--- src/rtl/ppcs_pkg.sv ---
// Package of offsets, field positions and reset values for the port registers.
// What this block does
// - Negotiation-disable bit forces speed and duplex.
// - Forced speed bit picks 100 or 10.
// - Forced duplex used when disabled or failed.
// - Five advertisement bits, reset one, gate offers.
// - LED-off bit drives both indicator pins high.
// - Transmit-disable bit stops the port transmitter.
// - Restart bit pulses negotiation, then self-clears.
// - Power-down bit places port in power-down.
// - Crossover-disable bit turns off automatic crossover.
// - Forced MDI bit picks pairs when auto off.
// - Port 1 loopback bit loops inside port MAC.
// - Ports 3 and 4 loopback bit, monitor port 2.
// - Ports 3 and 4 bits 7..1 reserved.
// - Status reports crossover, negotiation done, link good.
// - Status low bits mirror partner advertised abilities.
// - Control 6 at 0x2d and 0x3d, stride sixteen.
// - Control 5 at 0x2c and 0x3c.
package ppcs_pkg;

  // Register byte offsets on the management address space.
  localparam logic [7:0] PPCS_P1_CTRL5_OFS  = 8'h2c;
  localparam logic [7:0] PPCS_P1_CTRL6_OFS  = 8'h2d;
  localparam logic [7:0] PPCS_P1_STAT1_OFS  = 8'h2e;
  localparam logic [7:0] PPCS_P2_CTRL5_OFS  = 8'h3c;
  localparam logic [7:0] PPCS_P2_CTRL6_OFS  = 8'h3d;
  localparam logic [7:0] PPCS_P2_STAT1_OFS  = 8'h3e;
  localparam logic [7:0] PPCS_P3_CTRL6_OFS  = 8'h4d;
  localparam logic [7:0] PPCS_P4_CTRL6_OFS  = 8'h5d;
  localparam logic [7:0] PPCS_PORT_STRIDE   = 8'h10;

  // Control 5 field positions.
  localparam int PPCS_C5_AN_DIS   = 7;
  localparam int PPCS_C5_SPEED    = 6;
  localparam int PPCS_C5_DUPLEX   = 5;
  localparam int PPCS_C5_ADV_HI   = 4;
  localparam int PPCS_C5_ADV_LO   = 0;

  // Control 6 field positions.
  localparam int PPCS_C6_LED_OFF  = 7;
  localparam int PPCS_C6_TX_DIS   = 6;
  localparam int PPCS_C6_RESTART  = 5;
  localparam int PPCS_C6_PWR_DN   = 3;
  localparam int PPCS_C6_MDIX_DIS = 2;
  localparam int PPCS_C6_FRC_MDI  = 1;
  localparam int PPCS_C6_MAC_LPBK = 0;

  // Status 1 field positions.
  localparam int PPCS_S1_MDI      = 7;
  localparam int PPCS_S1_NEGOTIATION_COMPLETE  = 6;
  localparam int PPCS_S1_LINK     = 5;

  // Reset values and writable masks.
  localparam logic [7:0] PPCS_C5_RESET      = 8'h5f;
  localparam logic [7:0] PPCS_C6_RESET      = 8'h00;
  localparam logic [7:0] PPCS_C6_PHY_WMASK  = 8'hef;
  localparam logic [7:0] PPCS_C6_MAC_WMASK  = 8'h01;

endpackage : ppcs_pkg

--- src/rtl/ppcs_phy_port.sv ---
// One copper port: control 5, control 6 and status 1 registers.
module ppcs_phy_port
  import ppcs_pkg::*;
(
  input  wire logic       i_ref_clk,
  input  wire logic       i_rst,
  input  wire logic       i_c5_wr,
  input  wire logic       i_c6_wr,
  input  wire logic [7:0] i_wdata,
  input  wire logic       i_mdi_active,
  input  wire logic       i_negotiation_complete,
  input  wire logic       i_link_good,
  input  wire logic [4:0] i_partner_abil,
  input  wire logic       i_led0,
  input  wire logic       i_led1,
  output logic      [7:0] o_c5,
  output logic      [7:0] o_c6,
  output logic      [7:0] o_stat1,
  output logic            o_an_enable,
  output logic            o_speed_100,
  output logic            o_full_duplex,
  output logic      [4:0] o_advertise,
  output logic            o_an_restart,
  output logic            o_tx_disable,
  output logic            o_power_down,
  output logic            o_auto_mdix,
  output logic            o_mdi_select,
  output logic            o_mac_loopback,
  output logic            o_port_indicator_pin_0,
  output logic            o_port_indicator_pin_1
);

  logic [7:0] c5_reg;       // Negotiation forcing and advertisement.
  logic [7:0] c6_reg;       // PHY control; restart bit is never stored.
  logic       restart_reg;  // One-cycle restart pulse to the PHY.

  // Control 5 storage; all eight bits are writable.
  always_ff @(posedge i_ref_clk)
  begin
    if (i_rst)
      c5_reg <= PPCS_C5_RESET;
    else if (i_c5_wr)
      c5_reg <= i_wdata;
  end

  // Control 6 storage. Restart is masked out so it reads back as zero
  // once the pulse has gone out, which is the self-clearing behaviour.
  always_ff @(posedge i_ref_clk)
  begin
    if (i_rst)
      c6_reg <= PPCS_C6_RESET;
    else if (i_c6_wr)
      c6_reg <= i_wdata & PPCS_C6_PHY_WMASK & ~(8'h01 << PPCS_C6_RESTART);
  end

  // Restart pulse lasts one cycle after a write of one.
  always_ff @(posedge i_ref_clk)
  begin
    if (i_rst)
      restart_reg <= 1'b0;
    else
      restart_reg <= i_c6_wr & i_wdata[PPCS_C6_RESTART];
  end

  // Register read views; reserved bit 4 of control 6 stays zero.
  assign o_c5 = c5_reg;
  assign o_c6 = c6_reg;
  // Status is only a live view of PHY state, so writes cannot touch it.
  assign o_stat1 = {i_mdi_active, i_negotiation_complete, i_link_good,
                    i_partner_abil};

  // Speed and duplex resolution toward the PHY.
  assign o_an_enable   = ~c5_reg[PPCS_C5_AN_DIS];
  assign o_speed_100   = c5_reg[PPCS_C5_SPEED];
  assign o_full_duplex = c5_reg[PPCS_C5_DUPLEX];
  assign o_advertise   = c5_reg[PPCS_C5_ADV_HI:PPCS_C5_ADV_LO];
  assign o_an_restart  = restart_reg;

  // Control 6 effects.
  assign o_tx_disable   = c6_reg[PPCS_C6_TX_DIS];
  assign o_power_down   = c6_reg[PPCS_C6_PWR_DN];
  assign o_auto_mdix    = ~c6_reg[PPCS_C6_MDIX_DIS];
  // Forced choice only matters while automatic crossover is off.
  assign o_mdi_select   = c6_reg[PPCS_C6_FRC_MDI];
  assign o_mac_loopback = c6_reg[PPCS_C6_MAC_LPBK];

  // Blanking drives both indicator pins high.
  assign o_port_indicator_pin_0 =
    c6_reg[PPCS_C6_LED_OFF] | i_led0;
  assign o_port_indicator_pin_1 =
    c6_reg[PPCS_C6_LED_OFF] | i_led1;

endmodule : ppcs_phy_port

--- src/rtl/ppcs_regs.sv ---
// Top of the per-port PHY control and status register bank.
module ppcs_regs
  import ppcs_pkg::*;
(
  input  wire logic       i_ref_clk,
  input  wire logic       i_rst,
  input  wire logic       i_wr,
  input  wire logic       i_rd,
  input  wire logic [7:0] i_addr,
  input  wire logic [7:0] i_wdata,
  output logic      [7:0] o_rdata,
  input  wire logic [1:0] i_mdi_active,
  input  wire logic [1:0] i_negotiation_complete,
  input  wire logic [1:0] i_link_good,
  input  wire logic [9:0] i_partner_abil,
  input  wire logic [1:0] i_led0,
  input  wire logic [1:0] i_led1,
  output logic      [1:0] o_an_enable,
  output logic      [1:0] o_speed_100,
  output logic      [1:0] o_full_duplex,
  output logic      [9:0] o_advertise,
  output logic      [1:0] o_an_restart,
  output logic      [1:0] o_tx_disable,
  output logic      [1:0] o_power_down,
  output logic      [1:0] o_auto_mdix,
  output logic      [1:0] o_mdi_select,
  output logic      [3:0] o_mac_loopback,
  output logic      [1:0] o_port_indicator_pin_0,
  output logic      [1:0] o_port_indicator_pin_1
);

  logic [7:0] c5_v   [2];  // Read views of control 5 per copper port.
  logic [7:0] c6_v   [2];  // Read views of control 6 per copper port.
  logic [7:0] st_v   [2];  // Read views of status 1 per copper port.
  logic [1:0] c5_wr;       // Control 5 write strobes.
  logic [1:0] c6_wr;       // Control 6 write strobes.
  logic       p3_lpbk_reg; // Port 3 MAC loopback, only live bit.
  logic       p4_lpbk_reg; // Port 4 MAC loopback, only live bit.
  logic [7:0] rdata_reg;   // Registered read data.
  logic [1:0] mdi_meta_reg, mdi_sync_reg;   // Crossover sync stages.
  logic [1:0] an_meta_reg,  an_sync_reg;    // Negotiation done sync.
  logic [1:0] lnk_meta_reg, lnk_sync_reg;   // Link good sync.
  logic [9:0] ab_meta_reg,  ab_sync_reg;    // Partner ability sync.

  // Status comes from the analog PHY side; two flops before any use.
  always_ff @(posedge i_ref_clk)
  begin
    if (i_rst)
    begin
      mdi_meta_reg <= 2'h0;
      mdi_sync_reg <= 2'h0;
      an_meta_reg  <= 2'h0;
      an_sync_reg  <= 2'h0;
      lnk_meta_reg <= 2'h0;
      lnk_sync_reg <= 2'h0;
      ab_meta_reg  <= 10'h000;
      ab_sync_reg  <= 10'h000;
    end
    else
    begin
      mdi_meta_reg <= i_mdi_active;
      mdi_sync_reg <= mdi_meta_reg;
      an_meta_reg  <= i_negotiation_complete;
      an_sync_reg  <= an_meta_reg;
      lnk_meta_reg <= i_link_good;
      lnk_sync_reg <= lnk_meta_reg;
      ab_meta_reg  <= i_partner_abil;
      ab_sync_reg  <= ab_meta_reg;
    end
  end

  // Copper port address decode; port 2 sits one stride above port 1.
  always_comb
  begin
    c5_wr[0] = i_wr & (i_addr == PPCS_P1_CTRL5_OFS);
    c5_wr[1] = i_wr & (i_addr == PPCS_P2_CTRL5_OFS);
    c6_wr[0] = i_wr & (i_addr == PPCS_P1_CTRL6_OFS);
    c6_wr[1] = i_wr
             & (i_addr == PPCS_P1_CTRL6_OFS + PPCS_PORT_STRIDE);
  end

  // The two copper ports share one register slice design.
  for (genvar p = 0; p < 2; p++)
  begin : g_port
    ppcs_phy_port u_port (
      .i_ref_clk              (i_ref_clk),
      .i_rst                  (i_rst),
      .i_c5_wr                (c5_wr[p]),
      .i_c6_wr                (c6_wr[p]),
      .i_wdata                (i_wdata),
      .i_mdi_active           (mdi_sync_reg[p]),
      .i_negotiation_complete              (an_sync_reg[p]),
      .i_link_good            (lnk_sync_reg[p]),
      .i_partner_abil         (ab_sync_reg[p*5 +: 5]),
      .i_led0                 (i_led0[p]),
      .i_led1                 (i_led1[p]),
      .o_c5                   (c5_v[p]),
      .o_c6                   (c6_v[p]),
      .o_stat1                (st_v[p]),
      .o_an_enable            (o_an_enable[p]),
      .o_speed_100            (o_speed_100[p]),
      .o_full_duplex          (o_full_duplex[p]),
      .o_advertise            (o_advertise[p*5 +: 5]),
      .o_an_restart           (o_an_restart[p]),
      .o_tx_disable           (o_tx_disable[p]),
      .o_power_down           (o_power_down[p]),
      .o_auto_mdix            (o_auto_mdix[p]),
      .o_mdi_select           (o_mdi_select[p]),
      .o_mac_loopback         (o_mac_loopback[p]),
      .o_port_indicator_pin_0 (o_port_indicator_pin_0[p]),
      .o_port_indicator_pin_1 (o_port_indicator_pin_1[p])
    );
  end

  // MAC-only ports keep just the loopback bit; the rest are reserved.
  always_ff @(posedge i_ref_clk)
  begin
    if (i_rst)
    begin
      p3_lpbk_reg <= 1'b0;
      p4_lpbk_reg <= 1'b0;
    end
    else
    begin
      if (i_wr && i_addr == PPCS_P3_CTRL6_OFS)
        p3_lpbk_reg <= i_wdata[PPCS_C6_MAC_LPBK];
      if (i_wr && i_addr == PPCS_P4_CTRL6_OFS)
        p4_lpbk_reg <= i_wdata[PPCS_C6_MAC_LPBK];
    end
  end

  // Port 2 is the monitor port for the port 3 and 4 loopbacks; the switch fabric
  // steers frames accordingly from these enables.
  assign o_mac_loopback[2] = p3_lpbk_reg;
  assign o_mac_loopback[3] = p4_lpbk_reg;

  // Read mux, registered so data is stable one cycle after the strobe.
  // Unmapped offsets return zero.
  always_ff @(posedge i_ref_clk)
  begin
    if (i_rst)
      rdata_reg <= 8'h00;
    else if (i_rd)
    begin
      case (i_addr)
        PPCS_P1_CTRL5_OFS: rdata_reg <= c5_v[0];
        PPCS_P1_CTRL6_OFS: rdata_reg <= c6_v[0];
        PPCS_P1_STAT1_OFS: rdata_reg <= st_v[0];
        PPCS_P2_CTRL5_OFS: rdata_reg <= c5_v[1];
        PPCS_P2_CTRL6_OFS: rdata_reg <= c6_v[1];
        PPCS_P2_STAT1_OFS: rdata_reg <= st_v[1];
        PPCS_P3_CTRL6_OFS: rdata_reg <= {7'h00, p3_lpbk_reg};
        PPCS_P4_CTRL6_OFS: rdata_reg <= {7'h00, p4_lpbk_reg};
        default:           rdata_reg <= 8'h00;
      endcase
    end
  end

  assign o_rdata = rdata_reg;

endmodule : ppcs_regs

--- config.mk ---
export PLATFORM = sky130hd
export DESIGN_NAME = ppcs_regs
export DESIGN_NICKNAME = d
export VERILOG_FILES = /design/src/rtl/ppcs_pkg.sv /design/src/rtl/ppcs_phy_port.sv /design/src/rtl/ppcs_regs.sv
export SDC_FILE = /design/constraint.sdc
export NUM_CORES = 1
export LEC_CHECK = 0
export ABC_AREA = 0
export BUFFER_PORTS_ARGS = -buffer_cell sky130_fd_sc_hd__buf_2
export CORE_MARGIN = 1.5
export CORE_UTILIZATION = 24
export CTS_BUF_LIST = sky130_fd_sc_hd__clkbuf_8
export DETAILED_ROUTE_END_ITERATION = 6
export SLEW_MARGIN = 20
export SYNTH_ARGS = -nofsm -noshare
export SYNTH_HDL_FRONTEND = slang
export SYNTH_HIERARCHICAL = 1
export SYNTH_SLANG_ARGS = --single-unit
--- constraint.sdc ---
create_clock -name i_ref_clk -period 2.35 [get_ports i_ref_clk]
set_input_delay 0.1175 -clock i_ref_clk [delete_from_list [all_inputs] [get_ports i_ref_clk]]
set_output_delay 0.1175 -clock i_ref_clk [all_outputs]
set_load 0.02 [all_outputs]
## Word-level counts from Yosys, hierarchy flattened

Index checks and enable logic that the tools add are counted.

| storage, ports and cells | value |
|---|---|
| word-level logic and storage cells | 42 |
| output and inout bits | 42 |
| bits in registers | 72 |
| input port bits | 40 |

| operators by class | value |
|---|---|
| multiplexer cells | 1 |
| reduce and logical (&&, ||, !) cells | 2 |
| bitwise gates (word level) | 14 |
| equal/unequal tests | 8 |

Operators by type and width:

| kind | number |
|---|---|
| case mux 8 bit (8 select lines) | 1 |
| == test 8 x 6 -> 1 bit (second input constant) | 6 |
| == test 8 x 7 -> 1 bit (second input constant) | 2 |
| AND 1 bit | 6 |
| inverter 1 bit | 4 |
| OR 1 bit | 4 |
| logical AND 1 bit | 2 |

## Logic depth before layout (Yosys ltp)

Gate-level depths: netlist of run 1.

| logic depth | value |
|---|---|
| depth after elaboration | 3 |
| gate-level depth with buffers | 7 |

## Modules after synthesis

The synthesis of run 1 kept the hierarchy.

Modules (own cells, without submodules):

| module | seq. area each (um^2) | times used | cells an instance | area each (um^2) |
|---|---|---|---|---|
| ppcs_regs | 840.8 | 1 | 172 | 1776.7 |
| ppcs_phy_port | 300.3 | 2 | 74 | 720.7 |

## Least setup slack after synthesis of run 1

No wires, ideal clock.

| timing path | value |
|---|---|
| kind | input to register |
| start point | input i_addr[7] |
| end point | register g_port[0].u_port.c5_reg[0] |
| setup time | 0.120 ns |
| slack | 0.444 ns |
| data arrival time | 1.787 ns |
| data required time | 2.230 ns |
| buffers on the path | 1 |
| cell stages on the path | 7 |
| cell sequence | or3b_2 nor2_1 nand2_1 nor4_1 buf_6 nor2b_2 a211o_1 |

| on the way | value |
|---|---|
| longest elaborated chain between the ends | 2 |

RTL lines:

| item | line | RTL |
|---|---|---|
| start: declaration | ppcs_regs.sv:9 | `input wire logic [7:0] i_addr,` |
| == test 8 x 6 -> 1 bit | ppcs_regs.sv:75 | `c5_wr[0] = i_wr & (i_addr == PPCS_P1_CTRL5_OFS);` |
| AND 1 bit | ppcs_regs.sv:75 |  |
| named net c5_wr[0] | ppcs_regs.sv:35 | `logic [1:0] c5_wr;` |
| end signal: assignment | ppcs_phy_port.sv:43 | `c5_reg <= i_wdata;` |
| end: declaration | ppcs_phy_port.sv:33 | `logic [7:0] c5_reg;` |

The timed path passes the listed nets, and every way through them passes these cells.
A chain may end at the register's enable or synchronous reset.

## Worst setup path in the final report of run 1

| timing path | value |
|---|---|
| start point | input i_addr[7] |
| end point | register g_port[1].u_port.c5_reg[4] |

| on the way | value |
|---|---|
| longest elaborated chain between the ends | 2 |

RTL lines:

| item | line | RTL |
|---|---|---|
| == test 8 x 6 -> 1 bit | ppcs_regs.sv:76 | `c5_wr[1] = i_wr & (i_addr == PPCS_P2_CTRL5_OFS);` |
| AND 1 bit | ppcs_regs.sv:76 |  |
| named net c5_wr[1] | ppcs_regs.sv:35 |  |
| end signal: assignment | ppcs_phy_port.sv:43 |  |
| end: declaration | ppcs_phy_port.sv:33 |  |

The timed path passes the listed nets, and every way through them passes these cells.

==> flow_metrics.env, run 1 <==
export IMPL_outcome="complete, no violations"
export IMPL_vias_per_cell=4.19
export IMPL_rsz0062_at_grt="no"
export IMPL_async_reset_ff_frac=0
export IMPL_tns_ps=0
export IMPL_met1_usage=0.128
export IMPL_diodes=0
export IMPL_powerDensity_nw_per_um2=607
export IMPL_hold_ws_ps=22.9
export IMPL_slew_violations=0
export IMPL_synth_avg_cell_area_um2=10.1
export IMPL_grt_busiest_layer="met2"
export IMPL_rrSetupSlack_ps=1010
export IMPL_die_area_um2=14100
export IMPL_setup_viol=0
export IMPL_relSlewSlack=0.639
export IMPL_synth_area_um2=3220
export IMPL_drc=0
export IMPL_multiInputGateArea_um2=1340
export IMPL_drtIter0Drc=94
export IMPL_die_y_um=119
export IMPL_cp_start_kind="primary input"
export IMPL_cts_max_level=3
export IMPL_die_w_um=119
export IMPL_skew_ps=9.07
export IMPL_grt_use_met2=0.194
export IMPL_drt_wl_total_um=7810
export IMPL_cp_data_arrival_time_ps=1780
export IMPL_largest_reg_flops=16
export IMPL_synthFlopType="dfxtp_1"
export IMPL_crit_required_ps=2580
export IMPL_yosysTopAreaCellShare=0.448
export IMPL_hold_viol=0
export IMPL_ys_warn_count=6
export IMPL_ant_nets=0
export IMPL_grt_overflow_total=0
export IMPL_ff2ff_path_depth=4
export IMPL_drive_gt1_frac=0.352
export IMPL_cts_buffers_inserted=9
export IMPL_final_util=0.290
export IMPL_wl_per_cell_um=14.0
export IMPL_maxCapViolations=0
export IMPL_antenna_found_initial=0
export IMPL_root_buffer="clkbuf_8"
export IMPL_cts_setup_buffers=0
export IMPL_drt_pass1_iter_count=4
export IMPL_dpl_cell_area_um2=3470
export IMPL_min_period_over_period=0.659
export IMPL_grt_pass1_vias=2273
export IMPL_seq_area_um2=1440
export IMPL_max_clock_path_buffers=2
export IMPL_synthTopCellsByCount="dfxtp_1 (72), buf_4 (44), nor2b_1 (40)"
export IMPL_fill_cells=1451
export IMPL_startpoint="i_addr[7]"
export IMPL_final_area_um2=3810
export IMPL_track_usage=0.113
export IMPL_crit_path_end="g_port[1].u_port/o_c5[4]"
export IMPL_timing_worst_setup_path_type="in2reg"
export IMPL_r2r_end="o_rdata[5]"
export IMPL_core_um2=13100
export IMPL_min_period_ps=1550
export IMPL_netlist_instances=320
export IMPL_grt_max_degree=54
export IMPL_ys_ff_latch=72
export IMPL_ys_top_cells_by_area="dfxtp_1 (45%), buf_4 (10%), mux2i_1 (7.8%)"
export IMPL_yosys_cell_count_top_type="dfxtp_1"
export IMPL_cts_tree="yes"
export IMPL_seq_area_frac_synth=0.448
export IMPL_grt_pass1_wl_um=12000
export IMPL_ir_drop_mv=0.202
export IMPL_met3_usage=0.0410
export IMPL_gp_congestion=0.796
export IMPL_port_buffers=81
export IMPL_hold_path_class="in2reg"
export IMPL_timing_fmax_ghz=0.646
export IMPL_hpwl_um=5890
export IMPL_p_leak_uw=0.00154
export IMPL_post_cts_resized=0
export IMPL_numClockSinks=72
export IMPL_rows=42
export IMPL_syn_to_final_growth_pct=18.3
export IMPL_initial_core_util=0.245
export IMPL_critPathMaxFanout=14
export IMPL_r2r_start="g_port[0].u_port/o_c5[5]"
export IMPL_ys_types=45
export IMPL_ios=82
export IMPL_vias=2333
export IMPL_insertion_delay_ps=340
export IMPL_tightest_slew_ps=541
export IMPL_cts_clk_slew_worst_paths_ps=70
export IMPL_synth_edf_count=0
export IMPL_nNetsFinal=416
export IMPL_worst_setup_path_end_kind="flip-flop"
export IMPL_synth_largest_area_cell="dfxtp_1"
## cell usage in the layout, fill, tap and decap left out, types with 6 or more instances in the layout
cell	netlist	routed
nand2_1	14	14
dfxtp_1	72	72
clkbuf_8	0	10
buf_4	44	6
dlygate4sd3_1	0	16
buf_2	5	81
nor2_1	23	23
inv_1	7	7
a211o_2	8	8
mux2i_1	25	25
nor2b_1	40	40
## area by class of cell
class                   instances  share of cell area
flip-flops and latches         72               0.379
multi-input cells             183               0.351
repair buffers                103               0.160
well taps                     176              0.0578
clock buffers                  10              0.0361
clock inverters                 6             0.00920
inverters                       7             0.00690
## routing by layer
layer	routed length (µm)	vias to the layer above
met4	61	0
met5	0	-
met1	3330	1095
met2	3870	72
li1	-	1162
met3	546	4
## worst max-delay path: stages
cell	delay, ps
buf_2	110
or3b_2	490
nor2_1	140
nand2_1	140
nor4_2	190
buf_4	250
nor2b_1	60
a211o_2	260
## worst min-delay path by stage
stage,from,cells after the start,end
global route,i_partner_abil[5],2,ab_meta_reg[5]
floorplan,i_rst,1,g_port[0].u_port/o_c5[0]
detailed placement,i_negotiation_complete[0],2,an_meta_reg[0]
global placement,i_negotiation_complete[0],2,an_meta_reg[0]
CTS,i_partner_abil[5],2,ab_meta_reg[5]
finish,i_partner_abil[5],2,ab_meta_reg[5]
## logic make-up (layout without fill, tap and decap cells)
family,Yosys count,after routing,synth area share
multiplexers,31,31,0.102
flip-flops,72,72,0.448
buffers and inverters,67,126,0.143
AND/OR/NAND/NOR,106,106,0.192
other,2,4,0.00233
AO/OA/AOI/OAI,42,42,0.112
## report_power, final
part           total (µW)  leakage (µW)  switching (µW)  internal (µW)
combinational         196      0.000861             104           92.1
clock                 862     0.0000878             458            404
sequential           1250      0.000587            6.58           1250
total                2310       0.00154             569           1740
## metrics by stage
stage | std cells | power (µW) | worst slack, ps
2_1_floorplan | 322 | 1410 | 444
3_3_place_gp | 525 | 1450 | 536
3_5_place_dp | 525 | 1460 | 448
4_1_cts | 557 | 2350 | 823
5_1_grt | 557 | 2410 | 664
6_report | 557 | 2310 | 802
## timing repair
item | CTS | global route
endpoints found under the setup margin | 0 | 0
hold buffers | 16 | 0
hold endpoints to repair | 17 | 0
No activity file was read; power rests on OpenSTA's default activity.
==> inputs of run 2 (changes only) <==
==> constraint.sdc (replaced) <==
create_clock -name i_ref_clk -period 1.32 [get_ports i_ref_clk]
set_input_delay 0.066 -clock i_ref_clk [delete_from_list [all_inputs] [get_ports i_ref_clk]]
set_output_delay 0.066 -clock i_ref_clk [all_outputs]
set_load 0.02 [all_outputs]
==> run 2 against run 1 <==
Setup slack got worse by 750 ps. Clock skew is 0.90 ps higher. Non-clock buffer count up 34. Power rose by 88%. Hold slack better by 12 ps. Critical path depth unchanged. Wire length grew 4.6%. Final cell count is 6.1% higher. Sequential share of layout area fell by 3.5 points. Critical path type unchanged. Critical endpoint is now g_port[0].u_port/o_c5[2]. Largest power group unchanged.
==> flow_metrics.env, run 2 (same netlist as run 1, synthesis figures left out) <==
export IMPL_rsz0062_at_grt="yes"
export IMPL_crit_required_ps=1560
export IMPL_path_buf_inv=2
export IMPL_diodes=0
export IMPL_drc=0
export IMPL_die_y_um=119
export IMPL_dpl_worst_slack_ps=-422
export IMPL_initial_core_util=0.245
export IMPL_cts_max_level=3
export IMPL_slowest_delay_ps=410
export IMPL_grt_max_degree=40
export IMPL_p_clk_frac=0.389
export IMPL_ir_drop_mv=0.476
export IMPL_p_switching_uw=1050
export IMPL_min_period_over_period=0.963
export IMPL_gp_congestion=0.816
export IMPL_timing_fmax_ghz=0.787
export IMPL_hpwl_um=6190
export IMPL_rows=42
export IMPL_drt_wl_total_um=8170
export IMPL_hold_viol=0
export IMPL_powerDensity_nw_per_um2=1030
export IMPL_antenna_found_initial=0
export IMPL_p_sw_frac=0.241
export IMPL_grt_pass1_vias=2551
export IMPL_grt_overflow_total=0
export IMPL_nNetsFinal=450
export IMPL_slew_violations=0
export IMPL_syn_to_final_growth_pct=30.8
export IMPL_internal_power_uw=3290
export IMPL_min_period_ps=1270
export IMPL_timing_worst_setup_path_type="in2reg"
export IMPL_tightest_slew_ps=517
export IMPL_worstPathCellList="buf_6, or3b_4, nor2_4, nand2_4, nor4_4, buf_6, nor2b_1, a211o_2"
export IMPL_die_area_um2=14100
export IMPL_relSlewSlack=0.654
export IMPL_die_w_um=119
export IMPL_numClockSinks=72
export IMPL_final_cell_mix="buf_2 (78), dfxtp_1 (67), nor2b_1 (39)"
export IMPL_setup_viol=0
export IMPL_cts_clk_slew_worst_paths_ps=80
export IMPL_wl_per_cell_um=13.8
export IMPL_skew_ps=9.96
export IMPL_vias=2480
export IMPL_timing_critical_path_slowest_stage_cell="or3b_4"
export IMPL_core_um2=13100
export IMPL_cp_data_arrival_time_ps=1510
export IMPL_hold_path_class="in2reg"
export IMPL_fin_ws_ps=49.5
export IMPL_p_comb_frac=0.097
export IMPL_port_buffers=81
export IMPL_cts_buffers_inserted=9
export IMPL_ios=82
export IMPL_tns_ps=0
export IMPL_ant_nets=0
export IMPL_maxCapViolations=0
export IMPL_seqPwrFrac=0.514
export IMPL_crit_top_cell="buf_6"
export IMPL_root_buffer="clkbuf_8"
export IMPL_outcome="complete, no violations"
export IMPL_worst_setup_path_end_kind="flip-flop"
export IMPL_largest_reg_flops=16
export IMPL_drt_pass1_iter_count=4
export IMPL_insertion_delay_ps=350
export IMPL_cts_tree="yes"
export IMPL_critPathMaxFanout=7
export IMPL_cp_start_kind="primary input"
export IMPL_p_leak_uw=0.00175
export IMPL_grt_pass1_wl_um=13100
export IMPL_cp_top_family="simple AND/OR/NAND/NOR gates"
export IMPL_max_clock_path_buffers=2
export IMPL_fill_cells=1403
export IMPL_track_usage=0.121
export IMPL_final_common_cell="buf_2"
export IMPL_vias_per_cell=4.20
export IMPL_drtIter0Drc=82
export IMPL_drive_gt1_frac=0.407
[run 2: cell count changes in the layout (fill, tap and decap cells not counted), sizes merged]
cell | previous run | this run
bufinv | 0 | 1
buf | 87 | 113
inv | 7 | 8
clkinv | 4 | 3
dlygate4sd3 | 16 | 23
[run 2: worst paths after layout]
path	from	endpoint	slack (ps)	cells after the start
max	i_addr[7]	g_port[0].u_port/o_c5[2]	50	8
min	i_wdata[0]	g_port[0].u_port/o_c5[0]	30	2
max reg2reg	g_port[0].u_port/o_c5[2]	o_rdata[2]	60	4
min reg2reg	ab_meta_reg[3]	ab_sync_reg[3]	440	1
[run 2: layer usage]
layer / up-vias / track usage / share of wire
li1: 1231 / - / -
met1: 1174 / 0.139 / 0.43
met3: 16 / 0.0314 / 0.043
met4: 0 / 0.0572 / 0.028
met2: 59 / 0.207 / 0.50
met5: - / 0 / 0
[run 2: metrics by stage]
| step | std cells | hold WS, ps | utilization | power [µW] | area [µm²] |
|---|---|---|---|---|---|
| 5_1_grt | 591 | 38.9 | 0.320 | 4530 | 4210 |
| 3_5_place_dp | 547 | 279 | 0.283 | 2640 | 3720 |
| 6_report | 591 | 34.6 | 0.320 | 4330 | 4210 |
| 2_1_floorplan | 322 | 165 | - | 2510 | 3280 |
| 4_1_cts | 590 | 25.9 | 0.319 | 4360 | 4200 |
| 3_3_place_gp | 547 | 279 | 0.283 | 2630 | 3720 |
[run 2: timing repair]
action / CTS / global route
cloned: 1 / 0
hold buffers: 23 / 0
hold endpoints to repair: 29 / 0
setup endpoints to repair: 6 / 13
buffers inserted: 3 / 2
pin swaps: 1 / 2
gates resized for setup: 1 / 8
[run 2: cell type report]
class	instances	area (µm²)	area share
Multi-Input combinational cell	183	1380	0.329
Clock buffer	9	124	0.0294
Timing Repair Buffer	137	945	0.224
Clock inverter	7	63.8	0.0152
Inverter	7	26.3	0.00624
Tap cell	176	220	0.0523
Sequential cell	72	1450	0.344
[run 2: power by group through the flow]
| stage | registers (µW) | logic [µW] | clock network [µW] |
|---|---|---|---|
| 4_1_cts | 2230 | 418 | 1710 |
| 5_1_grt | 2230 | 460 | 1830 |
| 3_3_place_gp | 2280 | 355 | 0 |
| 6_report | 2230 | 421 | 1690 |
| 2_1_floorplan | 2280 | 234 | 0 |
| 3_5_place_dp | 2280 | 362 | 0 |
[run 2: worst register-to-register path: stages, from the launching register on]
cell	delay (ps)
dfxtp_1	330
mux2_2	260
a221oi_1	310
nor2_1	80
a22o_1	180
==> inputs of run 3 (changes only) <==
--- a/config.mk
+++ b/config.mk
@@ -7,6 +7,7 @@
 export LEC_CHECK = 0
 export ABC_AREA = 0
 export BUFFER_PORTS_ARGS = -buffer_cell sky130_fd_sc_hd__buf_2
+export CORE_ASPECT_RATIO = 1.5
 export CORE_MARGIN = 1.5
 export CORE_UTILIZATION = 24
 export CTS_BUF_LIST = sky130_fd_sc_hd__clkbuf_8
==> run 3 against run 2 <==
Clock power up 13%. Clock-buffer cell count is 1 higher. Power is 5.2% higher. Hold slack got worse by 17 ps. Largest cell class unchanged.
==> flow_metrics.env, run 3 (same netlist as run 1, synthesis figures left out) <==
export IMPL_outcome="complete, no violations"
export IMPL_largest_reg_flops=16
export IMPL_gp_congestion=0.848
export IMPL_grt_overflow_total=0
export IMPL_ir_drop_mv=0.932
export IMPL_final_cell_mix="buf_2 (81), dfxtp_1 (67), nor2b_1 (40)"
export IMPL_initial_core_util=0.247
export IMPL_ant_nets=0
export IMPL_vias_per_cell=4.34
export IMPL_tightest_slew_ps=528
export IMPL_cts_max_level=3
export IMPL_final_common_cell="buf_2"
export IMPL_wl_per_cell_um=15.2
export IMPL_min_period_over_period=0.989
export IMPL_grt_pass1_wl_um=12800
export IMPL_numClockSinks=72
export IMPL_dpl_worst_slack_ps=-444
export IMPL_relSlewSlack=0.647
export IMPL_syn_to_final_growth_pct=29.0
export IMPL_timing_worst_setup_path_type="in2reg"
export IMPL_drt_wl_total_um=8600
export IMPL_hold_viol=0
export IMPL_p_leak_uw=0.00172
export IMPL_die_w_um=97.5
export IMPL_vias=2451
export IMPL_drive_gt1_frac=0.394
export IMPL_dpl_cell_area_um2=3670
export IMPL_ios=82
export IMPL_core_um2=13000
export IMPL_cts_buffers_inserted=9
export IMPL_die_y_um=145
export IMPL_totalPowerFinal_uw=4560
export IMPL_powerDensity_nw_per_um2=1100
export IMPL_die_area_um2=14100
export IMPL_insertion_delay_ps=350
export IMPL_cts_tree="yes"
export IMPL_fin_ws_ps=14.3
export IMPL_hpwl_um=6640
export IMPL_cp_data_arrival_time_ps=1550
export IMPL_cp_start_kind="primary input"
export IMPL_grt_pass1_vias=2423
export IMPL_max_clock_path_buffers=2
export IMPL_port_buffers=81
export IMPL_worst_setup_path_end_kind="flip-flop"
export IMPL_skew_ps=8.73
export IMPL_min_period_ps=1310
export IMPL_track_usage=0.121
export IMPL_hold_path_class="in2reg"
export IMPL_setup_viol=0
export IMPL_drc=0
export IMPL_maxCapViolations=0
export IMPL_rrSetupSlack_ps=70
export IMPL_diodes=0
export IMPL_timing_fmax_ghz=0.766
export IMPL_grt_max_degree=22
export IMPL_final_area_um2=4150
export IMPL_critPathMaxFanout=6
export IMPL_fill_cells=1397
export IMPL_cts_clk_slew_worst_paths_ps=80
export IMPL_crit_required_ps=1560
export IMPL_drtIter0Drc=72
export IMPL_slew_violations=0
export IMPL_root_buffer="clkbuf_8"
export IMPL_drt_pass1_iter_count=5
export IMPL_antenna_found_initial=0
export IMPL_nNetsFinal=442
export IMPL_rsz0062_at_grt="yes"
export IMPL_rows=51
[run 3: worst max-delay path, stage by stage]
cell     delay, ps
buf_2          100
or3b_4         420
nor2_4         120
nand2_4         90
nor4_4         130
buf_4          190
buf_12         120
nor2b_1         40
a211o_2        260
[run 3: final cells by class]
type | count | area (µm²) | share of cell area
Clock buffer | 10 | 138 | 0.0332
Clock inverter | 5 | 81.3 | 0.0196
Inverter | 7 | 26.3 | 0.00633
Multi-Input combinational cell | 183 | 1370 | 0.330
Sequential cell | 72 | 1450 | 0.349
Tap cell | 159 | 199 | 0.0479
Timing Repair Buffer | 129 | 888 | 0.214
[run 3: what timing repair did]
action / in CTS / in global routing
buffers inserted: 1 / 1
pin swaps: 2 / 0
gates cloned: 0 / 1
setup endpoints to repair: 7 / 5
gates resized for setup: 0 / 1
hold buffers: 22 / 0
hold endpoints to repair: 28 / 0
[run 3: path summary, 6_finish.rpt]
kind | from | end | cells past startpoint
setup / recovery | i_addr[7] | g_port[1].u_port/o_c5[6] | 9
hold / removal | i_wdata[7] | g_port[0].u_port/o_c6[7] | 3
setup reg to reg | g_port[0].u_port/o_c5[6] | o_rdata[6] | 3
hold reg to reg | mdi_meta_reg[1] | mdi_sync_reg[1] | 1
[run 3: routing by layer]
layer / part of all wire / vias to the layer above / GRT usage
li1: - / 1212 / -
met1: 0.39 / 1135 / 0.121
met2: 0.52 / 75 / 0.219
met3: 0.039 / 29 / 0.0331
met4: 0.052 / 0 / 0.0805
met5: 0 / - / 0
[run 3: power by group]
group	internal (µW)	switching [µW]	total [µW]
Sequential	2220	12.1	2230
Combinational	213	208	422
Clock	1100	804	1910
[run 3: stage by stage]
step / instances / TNS [ps] / hold WS, ps / util
after floorplan: 322 / -3050 / 165 / -
after global placement: 525 / -8850 / 282 / 0.282
after detailed placement: 525 / -9720 / 279 / 0.282
after CTS: 563 / 0 / 8.33 / 0.316
after global routing: 565 / -87.4 / 16.2 / 0.319
final: 565 / 0 / 17.4 / 0.319
